## src/core/memory_option_port_cfg.svh

```systemverilog
// timing and reset constants for the memory option port
`ifndef MEMORY_OPTION_PORT_CFG_SVH
`define MEMORY_OPTION_PORT_CFG_SVH

`define MOP_CLK_NS          10
`define MOP_T_ROW_NS        30
`define MOP_T_MUX_NS        20
`define MOP_T_CAS_NS        60
`define MOP_T_PRE_NS        40
`define MOP_T_RREQ_NS       20
`define MOP_T_RRAS_NS       80
`define MOP_T_INIT_NS       1000
`define MOP_T_REFRESH_NS    15600

// least times round up, the refresh interval (a longest time) rounds down
`define MOP_CEIL_CYC(ns)    (((ns) + `MOP_CLK_NS - 1) / `MOP_CLK_NS)
`define MOP_ROW_CYC         `MOP_CEIL_CYC(`MOP_T_ROW_NS)
`define MOP_MUX_CYC         `MOP_CEIL_CYC(`MOP_T_MUX_NS)
`define MOP_CAS_CYC         `MOP_CEIL_CYC(`MOP_T_CAS_NS)
`define MOP_PRE_CYC         `MOP_CEIL_CYC(`MOP_T_PRE_NS)
`define MOP_RREQ_CYC        `MOP_CEIL_CYC(`MOP_T_RREQ_NS)
`define MOP_RRAS_CYC        `MOP_CEIL_CYC(`MOP_T_RRAS_NS)
`define MOP_INIT_CYC        `MOP_CEIL_CYC(`MOP_T_INIT_NS)
`define MOP_REFRESH_CYC     (`MOP_T_REFRESH_NS / `MOP_CLK_NS)

// field positions of the processor address
`define MOP_BANK_MSB        19
`define MOP_BANK_LSB        16
`define MOP_ADDR19_BIT      19
`define MOP_MUX_HI_MSB      15
`define MOP_MUX_HI_LSB      10
`define MOP_MUX_LO_MSB      5
`define MOP_MUX_LO_LSB      0

`endif

```

## src/core/memory_option_port_pkg.sv

```systemverilog
// types shared by the memory option port
`default_nettype none
package memory_option_port_pkg;
  typedef enum logic [2:0] {
    S_IDLE = 3'b000,
    S_ROW  = 3'b001,
    S_MUX  = 3'b010,
    S_COL  = 3'b011,
    S_PRE  = 3'b100,
    S_RREQ = 3'b101,
    S_RRAS = 3'b110,
    S_RDON = 3'b111
  } portState_t;
endpackage
`default_nettype wire

```

## src/core/refresh_link_if.sv

```systemverilog
// refresh request handshake between scheduler and port sequencer
`timescale 1ns/10ps
`default_nettype none
interface refresh_link_if;
  logic pending;
  logic ack;
  modport scheduler (output pending, input ack);
  modport sequencer (input pending, output ack);
endinterface
`default_nettype wire

```

## src/core/memory_option_port.sv

```systemverilog
// system-side sequencer for the expansion memory connector
`timescale 1ns/10ps
`default_nettype none
`include "memory_option_port_cfg.svh"
module memory_option_port #(
  parameter int unsigned REFRESH_CYC = `MOP_REFRESH_CYC
) (
  input  wire logic        clock,
  input  wire logic        arst_n,
  input  wire logic        accessReq,
  input  wire logic        accessWrite,
  input  wire logic [19:0] accessAddr,
  input  wire logic [7:0]  accessWrData,
  output logic [7:0]       accessRdData,
  output logic             accessDone,
  input  wire logic        parityTestEnable,
  output logic             parityErrorReport,
  output logic             typeNewer,
  input  wire logic        module_type_sense_n,
  input  wire logic        parity_error_n,
  output logic             access_enable_n,
  output logic             bank1_sel_or_addr16,
  output logic             bank2_sel_or_addr17,
  output logic             bank3_sel_or_addr18,
  output logic             addr19,
  output logic             data_direction,
  output logic             host_read_cycle,
  output logic             host_write_cycle_n,
  output logic             addr_phase_select,
  output logic             row_strobe,
  output logic             column_strobe,
  output logic             refresh_request_n,
  output logic             refresh_row_strobe,
  output logic             refresh_complete,
  output logic             parity_test,
  output logic             init_n,
  output logic [15:0]      memAddr,
  output logic [5:0]       muxAddr,
  input  wire logic [7:0]  buffered_ad_bus_in,
  output logic [7:0]       buffered_ad_bus_out,
  output logic             buffered_ad_bus_oe
);
  import memory_option_port_pkg::*;

  localparam logic [7:0]  ROW_CYC  = 8'(`MOP_ROW_CYC);
  localparam logic [7:0]  MUX_CYC  = 8'(`MOP_MUX_CYC);
  localparam logic [7:0]  CAS_CYC  = 8'(`MOP_CAS_CYC);
  localparam logic [7:0]  PRE_CYC  = 8'(`MOP_PRE_CYC);
  localparam logic [7:0]  RREQ_CYC = 8'(`MOP_RREQ_CYC);
  localparam logic [7:0]  RRAS_CYC = 8'(`MOP_RRAS_CYC);
  localparam logic [15:0] INIT_CYC = 16'(`MOP_INIT_CYC);

  // active-low select for one of the three 64K banks
  function automatic logic bankSelN(input logic [3:0] bank, input logic [3:0] idx);
    bankSelN = (bank != idx);
  endfunction

  refresh_link_if rfsh ();

  refresh_scheduler #(
    .INTERVAL_CYC (REFRESH_CYC)
  ) u_sched (
    .clock  (clock),
    .arst_n (arst_n),
    .link   (rfsh)
  );

  portState_t  state_q;
  portState_t  state_d;
  logic [7:0]  cnt_q;
  logic [7:0]  cnt_d;
  logic [15:0] initCnt_q;
  logic [15:0] initCnt_d;
  logic [19:0] addr_q;
  logic [19:0] addr_d;
  logic        wr_q;
  logic        wr_d;
  logic [7:0]  wrData_q;
  logic [7:0]  wrData_d;
  logic [7:0]  rdData_d;
  logic        done_d;
  logic        newer_d;
  logic        inAccess;
  logic        strobeRow;
  logic        strobeMux;
  logic        strobeCol;

  assign rfsh.ack = (state_q == S_RDON);

  always_comb
  begin
    state_d   = state_q;
    cnt_d     = cnt_q;
    addr_d    = addr_q;
    wr_d      = wr_q;
    wrData_d  = wrData_q;
    rdData_d  = accessRdData;
    done_d    = 1'b0;
    newer_d   = typeNewer;
    initCnt_d = (initCnt_q != 16'h0000) ? initCnt_q - 16'h0001 : 16'h0000;
    if (cnt_q != 8'h00)
    begin
      cnt_d = cnt_q - 8'h01;
    end
    else
    begin
      unique case (state_q)
        S_IDLE:
        begin
          // type sense only sampled between cycles so pins never change mid-access
          newer_d = module_type_sense_n;
          if (initCnt_q != 16'h0000)
          begin
            state_d = S_IDLE;
          end
          else if (rfsh.pending)
          begin
            state_d = S_RREQ;
            cnt_d   = RREQ_CYC - 8'h01;
          end
          else if (accessReq && !accessDone)
          begin
            addr_d   = accessAddr;
            wr_d     = accessWrite;
            wrData_d = accessWrData;
            state_d  = S_ROW;
            cnt_d    = ROW_CYC - 8'h01;
          end
        end
        S_ROW:
        begin
          state_d = S_MUX;
          cnt_d   = MUX_CYC - 8'h01;
        end
        S_MUX:
        begin
          state_d = S_COL;
          cnt_d   = CAS_CYC - 8'h01;
        end
        S_COL:
        begin
          if (!wr_q)
          begin
            rdData_d = buffered_ad_bus_in;
          end
          state_d = S_PRE;
          cnt_d   = PRE_CYC - 8'h01;
        end
        S_PRE:
        begin
          state_d = S_IDLE;
          done_d  = 1'b1;
        end
        S_RREQ:
        begin
          state_d = S_RRAS;
          cnt_d   = RRAS_CYC - 8'h01;
        end
        S_RRAS:
        begin
          state_d = S_RDON;
        end
        S_RDON:
        begin
          state_d = S_IDLE;
        end
      endcase
    end
  end

  always_comb
  begin
    // strobes end before precharge so the next cycle starts clean
    inAccess  = (state_d == S_ROW) || (state_d == S_MUX) || (state_d == S_COL);
    strobeRow = inAccess;
    strobeMux = (state_d == S_MUX) || (state_d == S_COL);
    strobeCol = (state_d == S_COL);
  end

  always_ff @(posedge clock or negedge arst_n)
  begin
    if (!arst_n)
    begin
      state_q             <= S_IDLE;
      cnt_q               <= 8'h00;
      initCnt_q           <= INIT_CYC;
      addr_q              <= 20'h00000;
      wr_q                <= 1'b0;
      wrData_q            <= 8'h00;
      accessRdData        <= 8'h00;
      accessDone          <= 1'b0;
      typeNewer           <= 1'b0;
      parityErrorReport   <= 1'b0;
      parity_test         <= 1'b0;
      init_n              <= 1'b0;
      access_enable_n     <= 1'b1;
      bank1_sel_or_addr16 <= 1'b1;
      bank2_sel_or_addr17 <= 1'b1;
      bank3_sel_or_addr18 <= 1'b1;
      addr19              <= 1'b0;
      data_direction      <= 1'b1;
      host_read_cycle     <= 1'b0;
      host_write_cycle_n  <= 1'b1;
      addr_phase_select   <= 1'b0;
      row_strobe          <= 1'b0;
      column_strobe       <= 1'b0;
      refresh_request_n   <= 1'b1;
      refresh_row_strobe  <= 1'b0;
      refresh_complete    <= 1'b0;
      memAddr             <= 16'h0000;
      muxAddr             <= 6'h00;
      buffered_ad_bus_out <= 8'h00;
      buffered_ad_bus_oe  <= 1'b0;
    end
    else
    begin
      state_q             <= state_d;
      cnt_q               <= cnt_d;
      initCnt_q           <= initCnt_d;
      addr_q              <= addr_d;
      wr_q                <= wr_d;
      wrData_q            <= wrData_d;
      accessRdData        <= rdData_d;
      accessDone          <= done_d;
      typeNewer           <= newer_d;
      parityErrorReport   <= ~parity_error_n;
      parity_test         <= parityTestEnable;
      init_n              <= (initCnt_d == 16'h0000);
      access_enable_n     <= ~inAccess;
      if (newer_d)
      begin
        bank1_sel_or_addr16 <= addr_d[`MOP_BANK_LSB];
        bank2_sel_or_addr17 <= addr_d[`MOP_BANK_LSB + 1];
        bank3_sel_or_addr18 <= addr_d[`MOP_BANK_LSB + 2];
      end
      else
      begin
        bank1_sel_or_addr16 <= ~inAccess | bankSelN(addr_d[`MOP_BANK_MSB:`MOP_BANK_LSB], 4'h1);
        bank2_sel_or_addr17 <= ~inAccess | bankSelN(addr_d[`MOP_BANK_MSB:`MOP_BANK_LSB], 4'h2);
        bank3_sel_or_addr18 <= ~inAccess | bankSelN(addr_d[`MOP_BANK_MSB:`MOP_BANK_LSB], 4'h3);
      end
      addr19              <= addr_d[`MOP_ADDR19_BIT];
      data_direction      <= ~(inAccess & wr_d);
      host_read_cycle     <= inAccess & ~wr_d;
      host_write_cycle_n  <= ~(inAccess & wr_d);
      addr_phase_select   <= strobeMux;
      row_strobe          <= strobeRow;
      column_strobe       <= strobeCol;
      refresh_request_n   <= ~((state_d == S_RREQ) || (state_d == S_RRAS));
      refresh_row_strobe  <= (state_d == S_RRAS);
      refresh_complete    <= (state_d == S_RDON);
      memAddr             <= addr_d[15:0];
      muxAddr             <= strobeMux ? addr_d[`MOP_MUX_HI_MSB:`MOP_MUX_HI_LSB]
                                       : addr_d[`MOP_MUX_LO_MSB:`MOP_MUX_LO_LSB];
      buffered_ad_bus_out <= wrData_d;
      buffered_ad_bus_oe  <= inAccess & wr_d;
    end
  end
endmodule
`default_nettype wire

```

## src/core/refresh_scheduler.sv

```systemverilog
// periodic refresh request generator
`timescale 1ns/10ps
`default_nettype none
`include "memory_option_port_cfg.svh"
module refresh_scheduler #(
  parameter int unsigned INTERVAL_CYC = `MOP_REFRESH_CYC
) (
  input  wire logic        clock,
  input  wire logic        arst_n,
  refresh_link_if.scheduler link
);
  logic [15:0] cnt_q;
  logic [15:0] cnt_d;
  logic        pend_q;
  logic        pend_d;
  logic        tick;

  always_comb
  begin
    tick   = (cnt_q == 16'h0000);
    cnt_d  = tick ? 16'(INTERVAL_CYC - 1) : cnt_q - 16'h0001;
    // a new tick wins over the acknowledge of the previous refresh
    pend_d = tick ? 1'b1 : (pend_q & ~link.ack);
  end

  always_ff @(posedge clock or negedge arst_n)
  begin
    if (!arst_n)
    begin
      cnt_q  <= 16'h0000;
      pend_q <= 1'b0;
    end
    else
    begin
      cnt_q  <= cnt_d;
      pend_q <= pend_d;
    end
  end

  assign link.pending = pend_q;
endmodule
`default_nettype wire

```

## config.mk

```make
export PLATFORM = sky130hd
export DESIGN_NAME = memory_option_port
export DESIGN_NICKNAME = d
export VERILOG_FILES = /design/src/core/memory_option_port_pkg.sv /design/src/core/refresh_link_if.sv /design/src/core/memory_option_port.sv /design/src/core/refresh_scheduler.sv
export VERILOG_INCLUDE_DIRS = /design/src /design/src/core
export SDC_FILE = /design/constraint.sdc
export NUM_CORES = 1
export LEC_CHECK = 0
export BUFFER_PORTS_ARGS = -buffer_cell sky130_fd_sc_hd__buf_2
export CAP_MARGIN = 20
export CORE_MARGIN = 2
export CORE_UTILIZATION = 53
export DETAILED_ROUTE_END_ITERATION = 7
export PLACE_DENSITY = 0.86
export SYNTH_ARGS = -nofsm -noshare
export SYNTH_HDL_FRONTEND = slang
export SYNTH_SLANG_ARGS = --single-unit
```

## constraint.sdc

```tcl
create_clock -name clock -period 7.6 [get_ports clock]
set_input_delay 1.14 -clock clock [delete_from_list [all_inputs] [get_ports clock]]
set_output_delay 1.14 -clock clock [all_outputs]
set_load 0.005 [all_outputs]
```

# ---- Yosys cells after proc, flatten, opt, wreduce, memory -nomap -nowiden
# Index checks and enable logic that the tools add are counted.
dict set report totals {
  latch_bits 0
  ram_bits 0
  rom_bits 0
  output_inout_bits 58
  n_memories 0
  input_bits 43
  register_bits 122
  word_cells 114
}
dict set report classes {
  n_div 0
  eq_ne 18
  magnitude_cmp 0
  reduce_logical 16
  n_addsub 3
  n_bitwise 16
  shifts 0
  n_mul 0
  muxes 31
}
# operator count
set ops {}
lappend ops {{2-to-1 mux 20 bit} 5}
lappend ops {{one-hot mux 8 bit (5 select lines)} 1}
lappend ops {{logical NOT 16 bit} 2}
lappend ops {{2-to-1 mux 16 bit} 2}
lappend ops {{2-to-1 mux 8 bit} 4}
lappend ops {{subtractor 16 x 1 -> 16 bit (second input constant)} 2}
lappend ops {{equality test 3 bit (second input constant)} 7}
lappend ops {{one-hot mux 3 bit (7 select lines)} 1}
lappend ops {{nonzero test 16 bit} 1}
lappend ops {{2-to-1 mux 1 bit} 13}
lappend ops {{equality test 3 x 2 -> 1 bit (second input constant)} 4}
lappend ops {{2-to-1 mux 3 bit} 4}
lappend ops {{inverter 1 bit} 10}
lappend ops {{inequality test 4 x 2 -> 1 bit (second input constant)} 2}
lappend ops {{nonzero test 8 bit} 1}
lappend ops {{subtractor 8 x 1 -> 8 bit (second input constant)} 1}
lappend ops {{equality test 3 x 1 -> 1 bit (second input constant)} 2}
lappend ops {{2-to-1 mux 6 bit} 1}
lappend ops {{AND reduction 3 bit} 2}
lappend ops {{nonzero test 6 bit} 1}
lappend ops {{AND reduction 5 bit} 1}
lappend ops {{logical OR 1 bit} 4}
lappend ops {{inequality test 4 x 1 -> 1 bit (second input constant)} 1}
lappend ops {{inequality test 4 x 3 -> 1 bit (second input constant)} 1}
lappend ops {{7 further kinds} 11}

# ---- Logic depth before layout (Yosys ltp)
# Gate-level depths: netlist (run 1).
dict set report logic_depth {
  depth_word 13
  ltp_mapped 10
  depth_no_buf 8
}

# ---- By module
# Synthesis (run 1) repeated with hierarchy kept, for this count alone.
dict set report unflattened {
  cells_unflattened 517
  area_unflattened_um2 5071.1
}
# module seq_area_each_um2 instances area_per_inst_um2 cells_per_inst
set by_module_without_submodules {}
lappend by_module_without_submodules {memory_option_port 2213.4 1 4266.6 444}
lappend by_module_without_submodules {refresh_scheduler 425.4 1 804.5 73}

# ---- Worst setup path before layout (run 1)
# OpenSTA, ideal clock, no wires.
dict set report synth_timing {
  path_type {input port to flip-flop}
  start {input port accessReq}
  end {register buffered_ad_bus_oe}
  required_ns 7.480
  setup_ns 0.120
  path_stages 6
  t_arrival_ns 2.457
  slack_ns 5.023
  path_buffers 1
  path_cell_list {nand2b_1 > or3_1 > buf_2 > nor3_4 > mux2_4 > and3_1}
}
dict set report synth_between {
  word_cells_on_any_way 17
  classes_between {eq/ne (3); mux (10); bitwise (1); reduce/logical (3)}
}
# element line_no
set synth_rtl {}
lappend synth_rtl {{from (decl)} memory_option_port.sv:10} ;# input wire logic accessReq,
lappend synth_rtl {{logical AND 1 bit} memory_option_port.sv:121} ;# else if (accessReq && !accessDone)
lappend synth_rtl {{2-to-1 mux 1 bit} memory_option_port.sv:121}
lappend synth_rtl {{2-to-1 mux 1 bit} memory_option_port.sv:116} ;# else if (rfsh.pending)
lappend synth_rtl {{2-to-1 mux 1 bit} memory_option_port.sv:112} ;# if (initCnt_q != 16'h0000)
lappend synth_rtl {{2-to-1 mux 1 bit} memory_option_port.sv:107} ;# unique case (state_q)
lappend synth_rtl {{2-to-1 mux 1 bit} memory_option_port.sv:101} ;# if (cnt_q != 8'h00)
lappend synth_rtl {{net wr_d} memory_option_port.sv:77} ;# logic wr_d;
lappend synth_rtl {{AND 1 bit} memory_option_port.sv:256} ;# buffered_ad_bus_oe <= inAccess & wr_d;
lappend synth_rtl {{to (signal assigned)} memory_option_port.sv:256}
lappend synth_rtl {{to (decl)} memory_option_port.sv:41} ;# output logic buffered_ad_bus_oe
# The timed path passes the listed nets, and every way through them passes these cells.
# A chain may end at the register's enable or synchronous reset.

# ---- Final worst setup path (run 1)
dict set report layout_timing {
  start {register cnt_q[0]}
  end {register host_read_cycle}
}
dict set report layout_between {
  word_cells_on_any_way 10
  classes_between {eq/ne (3); mux (2); bitwise (2); reduce/logical (3)}
}
# element line_no
set layout_rtl {}
lappend layout_rtl {{from (decl)} memory_option_port.sv:70} ;# logic [7:0] cnt_q;
lappend layout_rtl {{from (signal assigned)} memory_option_port.sv:218} ;# cnt_q <= cnt_d;
lappend layout_rtl {{nonzero test 8 bit} memory_option_port.sv:101}
lappend layout_rtl {{2-to-1 mux 1 bit} memory_option_port.sv:101}
lappend layout_rtl {{net wr_d} memory_option_port.sv:77}
lappend layout_rtl {{inverter 1 bit} memory_option_port.sv:244} ;# host_read_cycle <= inAccess & ~wr_d;
lappend layout_rtl {{AND 1 bit} memory_option_port.sv:244}
lappend layout_rtl {{to (signal assigned)} memory_option_port.sv:244}
lappend layout_rtl {{to (decl)} memory_option_port.sv:27} ;# output logic host_read_cycle,
# The timed path passes the listed nets, and every way through them passes these cells.

==> impl_results.rst, run 1 <==
.. list-table::
   :header-rows: 1

   * - Metric
     - Value
   * - Stage delay of the slowest cell on the critical path
     - 0.87 ns
   * - Final Hold Violating Endpoints
     - 0
   * - Predominant post-synthesis flop cell
     - sky130_fd_sc_hd__dfrtp_1
   * - Ratio of cells with drive above 1 in the final layout
     - 26.0%
   * - Adder-cell share of the synthesized area
     - 1.53%
   * - Sink Count
     - 105
   * - Total instance count after detailed placement
     - 676
   * - Start point of the critical path
     - cnt_q[0]$_DFFE_PN0P_
   * - Antenna violations before repair
     - 0
   * - Worst r2r src
     - cnt_q[0]$_DFFE_PN0P_
   * - Total buffers and inverters traversed by the critical path
     - 1
   * - Count of antenna diodes in the layout
     - 0
   * - R2R Setup Slk
     - 4.50 ns
   * - Total negative setup slack
     - 0 ns
   * - Outcome
     - completed
   * - Simple-Gate Fraction of Synth Area
     - 22.9%
   * - GP Congestion
     - 0.889
   * - Maximum clock frequency
     - 0.322 GHz
   * - Routed length on met1
     - 4.42 mm
   * - Crit share post-route
     - 40.8%
   * - Worst reg2reg endpoint
     - host_read_cycle$_DFF_PN0_
   * - Detailed route wirelength on metal2
     - 5.50 mm
   * - Dominant combinational cell family by area after synthesis
     - simple AND/OR/NAND/NOR gates
   * - Worst path cell trace
     - inv_1 -> ha_1 -> nor3b_1 -> nand3_1 -> nor3_4 -> mux2_4 -> nor3b_1
   * - Commonest non-fill, non-tap cells in the layout
     - sky130_fd_sc_hd__buf_2 (99), sky130_fd_sc_hd__dfrtp_1 (96), sky130_fd_sc_hd__nand2_1 (94)
   * - Portion of netlist area occupied by mux cells
     - 4.36%
   * - Number of levels in the clock H-tree
     - 3
   * - First-pass GRT wire length
     - 17.6 mm
   * - Post_cts resized
     - 0
   * - Number of global-route vias before repair
     - 3,757
   * - Smallest hold slack
     - 0.478 ns
   * - TritonCTS clock tree
     - yes
   * - Number of standard cells after synthesis
     - 496
   * - Top Family by Delay on Critical Path
     - simple AND/OR/NAND/NOR gates
   * - Postcts setup bufs
     - 0
   * - Setup repair after global routing missed its margin
     - false
   * - IO buf count
     - 100
   * - CORE AREA
     - 9110 µm²
   * - Starting Density
     - 53.9%
   * - Layout net count
     - 625
   * - Non-filler instance count after layout
     - 692
   * - Critical path startpoint category
     - register
   * - Path class of the lowest-slack min-delay path
     - register to register
   * - Standby leakage power
     - 2.87 nW
   * - Post-synthesis register bit count
     - 105
   * - Worst IR Drop VDD
     - 0.118 mV
   * - TritonCTS Buffers
     - 9
   * - Root buffer cell
     - sky130_fd_sc_hd__clkbuf_8
   * - Compound-gate portion of the synthesized area
     - 8.41%
   * - Area of the mapped netlist
     - 4910 µm²
   * - Finish-stage setup viols
     - 0
   * - Die area
     - 10,000 µm²
   * - Area after DPL
     - 5380 µm²
   * - Average footprint of a synthesized cell
     - 9.90 µm²
   * - Max-capacitance violation count
     - 0
   * - Sequential element share of the synthesized area
     - 53.7%
   * - Most common library cell in the layout ignoring fill and taps
     - sky130_fd_sc_hd__buf_2
   * - Hold buffer count at cts
     - 0
   * - Fillcell total
     - 755
   * - Largest area contributor in the netlist
     - sky130_fd_sc_hd__dfrtp_1
   * - Maximum root-to-sink buffer count
     - 2
   * - Initial drt markers
     - 195
   * - Shortest clock period the worst path allows after layout
     - 3.10 ns
   * - Routed length per placed instance
     - 15.4 µm
   * - Count of cell instances traversed by the critical path
     - 7
   * - Clock latency on the worst-skew pair
     - 0.38 ns
   * - DRC
     - 0
   * - Total congestion overflow
     - 0
   * - Via total after detailed routing
     - 3,963
   * - Max-Slew Margin vs Limit
     - 34.9%
   * - Antenna viol nets, final
     - 0
   * - Largest net degree at the start of global routing
     - 68
   * - Data arrival time of the critical path
     - 3.39 ns
   * - CP max stage cell
     - sky130_fd_sc_hd__nor3_4
   * - Count of warnings emitted by yosys
     - 0
   * - Vias/cell
     - 5.73
   * - Type of the worst setup path
     - register to register
   * - Global routing usage summed across all routing layers
     - 21.8%
   * - Routed Wire Length
     - 10.7 mm
   * - Chip Height
     - 100 µm
   * - Width of the chip
     - 100 µm
   * - Top layer reached by signal wires
     - met4
   * - Actual transition at the worst max-transition pin
     - 0.974 ns
   * - Share of flip-flops with an asynchronous set or reset
     - 100%
   * - Estimated wirelength of the detail-placed design
     - 7.74 mm
   * - Final instance area
     - 5570 µm²
   * - Met3 wire len
     - 574 µm
   * - Most used cell along the critical path
     - sky130_fd_sc_hd__nor3b_1
   * - Share of the synthesized netlist area taken by xor and xnor gates
     - 3.57%
   * - Standard-cell rows
     - 35
   * - Clock slew at the register clock pins of the worst setup and hold paths
     - 0.11 ns
   * - Post-Synthesis Net Count
     - 545
   * - Distinct cells, synth
     - 46
   * - Yosys top cell area share
     - 48.9%
   * - Element type at the critical path end
     - register
   * - Crit-path max FO
     - 26
   * - Count of pins on the block boundary
     - 101
   * - CP required
     - 7.89 ns
   * - TritonRoute pass-1 iters
     - 4
   * - Setup Skew
     - 0.0202 ns
   * - Number of enable-type register cells in the synthesized netlist
     - 0
   * - Worst reg-to-reg path cell count
     - 7
   * - Cells taking the most area after synthesis
     - sky130_fd_sc_hd__dfrtp_1 (49%), sky130_fd_sc_hd__nand2_1 (7.2%), sky130_fd_sc_hd__dfstp_2 (4.8%)
   * - Capture point of the worst path
     - host_read_cycle$_DFF_PN0_
   * - Area growth, synth to finish
     - 13.5%
   * - Pins over their slew limit
     - 0
   * - PwrDens
     - 173 nW/µm²
## where the power goes
group          switching (W)   total, W  internal (W)
registers         0.00000615   0.000578      0.000572
clock network       0.000207   0.000335      0.000128
logic              0.0000280  0.0000509     0.0000229
total               0.000242   0.000964      0.000722
## worst min path at each step
stage | from | endpoint | slack [ns] | cells after the start
3_5_place_dp | addr_q[8]$_DFFE_PN0P_ | addr_q[8]$_DFFE_PN0P_ | 0.45 | 2
3_3_place_gp | addr_q[7]$_DFFE_PN0P_ | addr_q[7]$_DFFE_PN0P_ | 0.45 | 2
6_report | wrData_q[3]$_DFFE_PN0P_ | wrData_q[3]$_DFFE_PN0P_ | 0.48 | 2
2_1_floorplan | addr_q[6]$_DFFE_PN0P_ | addr_q[6]$_DFFE_PN0P_ | 0.44 | 2
4_1_cts | wrData_q[3]$_DFFE_PN0P_ | wrData_q[3]$_DFFE_PN0P_ | 0.48 | 2
5_1_grt | addr_q[7]$_DFFE_PN0P_ | addr_q[7]$_DFFE_PN0P_ | 0.50 | 2
## cell families after synthesis
| family | count (synthesis) |
|---|---|
| compound gates | 65 |
| xor+xnor | 20 |
| fa+ha+maj | 6 |
| buf+inv | 53 |
| flops | 105 |
| mux | 19 |
| simple gates | 228 |
## sequential cells by signal (all words and copies together) (netlist names), 3 cells and up
| register | flops |
|---|---|
| addr_q | 19 |
| cnt_q | 8 |
| u_sched.cnt_q | 16 |
| wrData_q | 8 |
| state_q | 3 |
| initCnt_q | 16 |
| muxAddr | 6 |
| accessRdData | 8 |
## cell type report
cell class	count	area (µm²)	share of cell area, %
flip-flops and latches	105	2640	47.4
multi-input cells	338	2000	36.0
repair buffers	103	526	9.43
well taps	111	139	2.49
clock buffers	9	124	2.22
inverters	19	71.3	1.28
clock inverters	7	68.8	1.24
## per-stage QoR
step                      utilization (%)  worst slack, ns  total power [W]
final                                61.2             4.50         0.000964
after global routing                 61.2             4.19          0.00100
after CTS                            61.2             4.54         0.000973
after detailed placement             59.0             4.29         0.000641
after global placement               59.0             4.33         0.000639
after floorplan                         -             5.02         0.000608
## cell usage after synthesis, types with 5 or more instances
cell type,instances
sky130_fd_sc_hd__inv_1,18
sky130_fd_sc_hd__xnor2_1,12
sky130_fd_sc_hd__nor3_1,16
sky130_fd_sc_hd__nor2_1,39
sky130_fd_sc_hd__and2_1,5
sky130_fd_sc_hd__mux2_2,15
sky130_fd_sc_hd__ha_1,6
sky130_fd_sc_hd__o21ai_0,10
sky130_fd_sc_hd__o211ai_1,7
sky130_fd_sc_hd__or4_1,6
sky130_fd_sc_hd__a211oi_1,5
sky130_fd_sc_hd__a21oi_1,17
sky130_fd_sc_hd__nor4_1,10
sky130_fd_sc_hd__a21o_1,6
sky130_fd_sc_hd__and3_1,8
sky130_fd_sc_hd__clkbuf_1,12
sky130_fd_sc_hd__buf_4,17
sky130_fd_sc_hd__nand3_1,15
sky130_fd_sc_hd__dfrtp_1,96
sky130_fd_sc_hd__a31oi_1,9
sky130_fd_sc_hd__dfstp_2,9
sky130_fd_sc_hd__nand4_1,9
sky130_fd_sc_hd__xor2_1,8
sky130_fd_sc_hd__nand2_1,94
sky130_fd_sc_hd__o31ai_1,8
## metal layers
metal	up-vias	track usage, %
met2	141	36.1
met4	0	7.27
li1	1861	-
met5	-	0
met1	1937	28.7
met3	24	4.81
## worst register-to-register path: cells and delay by family, from the launching register on
kind          cells  cell delay, ns
fa+ha+maj         1            0.19
buf+inv           1            0.11
flops             1            0.41
mux               1            0.38
simple gates      4            1.95
Power figures use the tool's default switching activity.
==> run 2, diff against run 1 <==
Settings changed: CORE_UTILIZATION 53 to 49, PLACE_DENSITY 0.86 to 0.83.
Clock period 7.6 ns to 2.55 ns, I/O delays scaled along.
==> run 2 against run 1 <==
Against the previous run:
- global-route usage decreased by 1.6 points
- sequential share of layout area shrank 1.9 points
- cell count grew 6.2%
- critical endpoint is now bank1_sel_or_addr16$_DFF_PN1_
- largest power group unchanged
- clock skew shrank 0.0026 ns
- largest cell class unchanged
==> impl_results.rst, run 2 (same netlist as run 1, synthesis figures left out) <==
.. list-table::
   :header-rows: 1

   * - Metric
     - Value
   * - Ratio of cells with drive above 1 in the final layout
     - 28.9% (was 26.0%)
   * - Count of antenna diodes in the layout
     - 0 (unchanged)
   * - Share of total power consumed by net switching
     - 24.2% (was 25.1%)
   * - Fillcell total
     - 834 (was 755)
   * - Routed length per placed instance
     - 14.3 µm (was 15.4 µm)
   * - Starting Density
     - 50.5% (was 53.9%)
   * - Routed Wire Length
     - 10.5 mm (was 10.7 mm)
   * - Clock network fraction of design power
     - 36.9% (was 34.8%)
   * - Number of levels in the clock H-tree
     - 3 (unchanged)
   * - Post-placement setup slack
     - 0.156 ns (was 4.29 ns)
   * - Estimated wirelength of the detail-placed design
     - 7.85 mm (was 7.74 mm)
   * - Total negative setup slack
     - 0 ns (unchanged)
   * - PwrDens
     - 513 nW/µm² (was 173 nW/µm²)
   * - Root buffer cell
     - sky130_fd_sc_hd__clkbuf_8 (unchanged)
   * - CORE AREA
     - 9730 µm² (was 9110 µm²)
   * - First-pass GRT wire length
     - 18.1 mm (was 17.6 mm)
   * - Data arrival time of the critical path
     - 2.71 ns (was 3.39 ns)
   * - Vias/cell
     - 5.31 (was 5.73)
   * - Standby leakage power
     - 2.99 nW (was 2.87 nW)
   * - CP max stage cell
     - sky130_fd_sc_hd__or4_1 (was sky130_fd_sc_hd__nor3_4)
   * - Path class of the lowest-slack min-delay path
     - input pin to asynchronous set/reset pin (was register to register)
   * - Total congestion overflow
     - 0 (unchanged)
   * - Shortest clock period the worst path allows after layout
     - 2.41 ns (was 3.10 ns)
   * - Die area
     - 10,800 µm² (was 10,000 µm²)
   * - Final worst-path setup slack
     - 0.137 ns (was 4.50 ns)
   * - Finish-stage setup viols
     - 0 (unchanged)
   * - TritonCTS Buffers
     - 9 (unchanged)
   * - Number of global-route vias before repair
     - 3,911 (was 3,757)
   * - Setup Skew
     - 0.0176 ns (was 0.0202 ns)
   * - Clock latency on the worst-skew pair
     - 0.37 ns (was 0.38 ns)
   * - Crit-path max FO
     - 25 (was 26)
   * - Standard-cell rows
     - 36 (was 35)
   * - Via total after detailed routing
     - 3,906 (was 3,963)
   * - Count of pins on the block boundary
     - 101 (unchanged)
   * - Top flop regs
     - addr_q x19, initCnt_q x16, u_sched.cnt_q x16 (unchanged)
   * - Pins over their slew limit
     - 0 (unchanged)
   * - Type of the worst setup path
     - register to register (unchanged)
   * - Max FFs per register
     - 19 (unchanged)
   * - GP Congestion
     - 0.937 (was 0.889)
   * - Final Hold Violating Endpoints
     - 0 (unchanged)
   * - Fraction of the core area covered by cells at the end of the flow
     - 59.7% (was 61.2%)
   * - Critical path startpoint category
     - register (unchanged)
   * - Maximum clock frequency
     - 0.414 GHz (was 0.322 GHz)
   * - Layout net count
     - 646 (was 625)
   * - Max-capacitance violation count
     - 0 (unchanged)
   * - Element type at the critical path end
     - register (unchanged)
   * - Smallest hold slack
     - 0.0199 ns (was 0.478 ns)
   * - Antenna viol nets, final
     - 0 (unchanged)
   * - Actual transition at the worst max-transition pin
     - 0.639 ns (was 0.974 ns)
   * - Final instance area
     - 5810 µm² (was 5570 µm²)
   * - CP required
     - 2.84 ns (was 7.89 ns)
   * - Biggest register
     - addr_q (unchanged)
   * - IO buf count
     - 100 (unchanged)
   * - Global routing usage summed across all routing layers
     - 20.3% (was 21.8%)
   * - TritonRoute pass-1 iters
     - 4 (unchanged)
   * - Worst IR Drop VDD
     - 0.419 mV (was 0.118 mV)
   * - Initial drt markers
     - 249 (was 195)
   * - Chip Height
     - 104 µm (was 100 µm)
   * - Worst path cell trace
     - or4_1 -> or3_1 -> nor3_4 -> buf_4 -> a211oi_1 -> a31oi_1 (was inv_1 -> ha_1 -> nor3b_1 -> nand3_1 -> nor3_4 -> mux2_4 -> nor3b_1)
   * - Largest net degree at the start of global routing
     - 51 (was 68)
   * - Antenna violations before repair
     - 0 (unchanged)
   * - Postcts setup bufs
     - 0 (unchanged)
   * - Area after DPL
     - 5580 µm² (was 5380 µm²)
   * - DRC
     - 0 (unchanged)
   * - Most common library cell in the layout ignoring fill and taps
     - sky130_fd_sc_hd__buf_2 (unchanged)
   * - Setup repair after global routing missed its margin
     - false (unchanged)
   * - Sequential share of power
     - 57.9% (was 60.0%)
   * - Commonest non-fill, non-tap cells in the layout
     - sky130_fd_sc_hd__buf_2 (99), sky130_fd_sc_hd__dfrtp_1 (96), sky130_fd_sc_hd__nand2_1 (94) (unchanged)
   * - Sink Count
     - 105 (unchanged)
   * - Maximum root-to-sink buffer count
     - 2 (unchanged)
   * - Area growth, synth to finish
     - 18.2% (was 13.5%)
   * - Max-Slew Margin vs Limit
     - 57.4% (was 34.9%)
   * - Outcome
     - completed (unchanged)
   * - Cell internal power dissipation
     - 0.00226 W (was 0.000722 W)
   * - Width of the chip
     - 104 µm (was 100 µm)
   * - Clock slew at the register clock pins of the worst setup and hold paths
     - 0.11 ns (about the same)
   * - Net Sw Power
     - 0.000720 W (was 0.000242 W)
   * - Stage delay of the slowest cell on the critical path
     - 0.59 ns (was 0.87 ns)
   * - Portion of total power attributed to combinational logic
     - 5.2% (was 5.3%)
   * - TritonCTS clock tree
     - yes (unchanged)
   * - Crit share post-route
     - 94.6% (was 40.8%)
[run 2: worst paths after layout]
kind                            cells after the start                    start                             to  slack, ns
min in group clock                                  1         parityTestEnable          parity_test$_DFF_PN0_       0.13
max in group asynchronous                           2                   arst_n  bank3_sel_or_addr18$_DFF_PN1_       1.78
worst max register to register                      6   initCnt_q[2]$_DFF_PN1_  bank1_sel_or_addr16$_DFF_PN1_       0.14
worst max-delay path                                6   initCnt_q[2]$_DFF_PN1_  bank1_sel_or_addr16$_DFF_PN1_       0.14
worst min register to register                      2  wrData_q[6]$_DFFE_PN0P_        wrData_q[6]$_DFFE_PN0P_       0.47
worst min-delay path                                1                   arst_n    accessRdData[2]$_DFFE_PN0P_       0.02
[run 2: repair_timing]
| action | CTS | global route |
|---|---|---|
| resized for setup | 0 | 2 |
| setup endpoints to repair | 0 | 1 |
| hold buffers | 0 | 0 |
[run 2: critical path, delay by kind of cell (launching register included)]
family / cells / cell delay, ns
AO/OA/AOI/OAI: 2 / 0.26
flip-flops: 1 / 0.41
buffers and inverters: 1 / 0.31
AND/OR/NAND/NOR: 3 / 1.36
[run 2: routing by layer]
layer	track usage [%]	vias up	wire length, µm
met2	34.5	100	5210
met3	4.70	15	476
met4	5.50	0	145
met1	26.2	1891	4710
met5	0	-	0
li1	-	1900	-
[run 2: area by class of cell]
class	count	area [µm²]	share of cell area, %
sequential	105	2640	45.5
multi-input combinational	338	2010	34.7
timing repair buffer	124	696	12.0
tap	133	166	2.87
clock buffer	9	124	2.13
clock inverter	7	95.1	1.64
inverter	19	71.3	1.23
[run 2: metrics by stage]
stage                     std cells  power [W]
after floorplan                 496    0.00181
after global placement          719    0.00191
after detailed placement        719    0.00191
after CTS                       735    0.00300
after global routing            735    0.00310
final                           735    0.00298
[run 2: power by group through the flow]
stage	clock network [W]	logic, W	registers (W)
2_1_floorplan	0	0.0000550	0.00176
3_3_place_gp	0	0.000155	0.00175
3_5_place_dp	0	0.000159	0.00176
4_1_cts	0.00112	0.000160	0.00172
5_1_grt	0.00120	0.000175	0.00173
6_report	0.00110	0.000155	0.00172
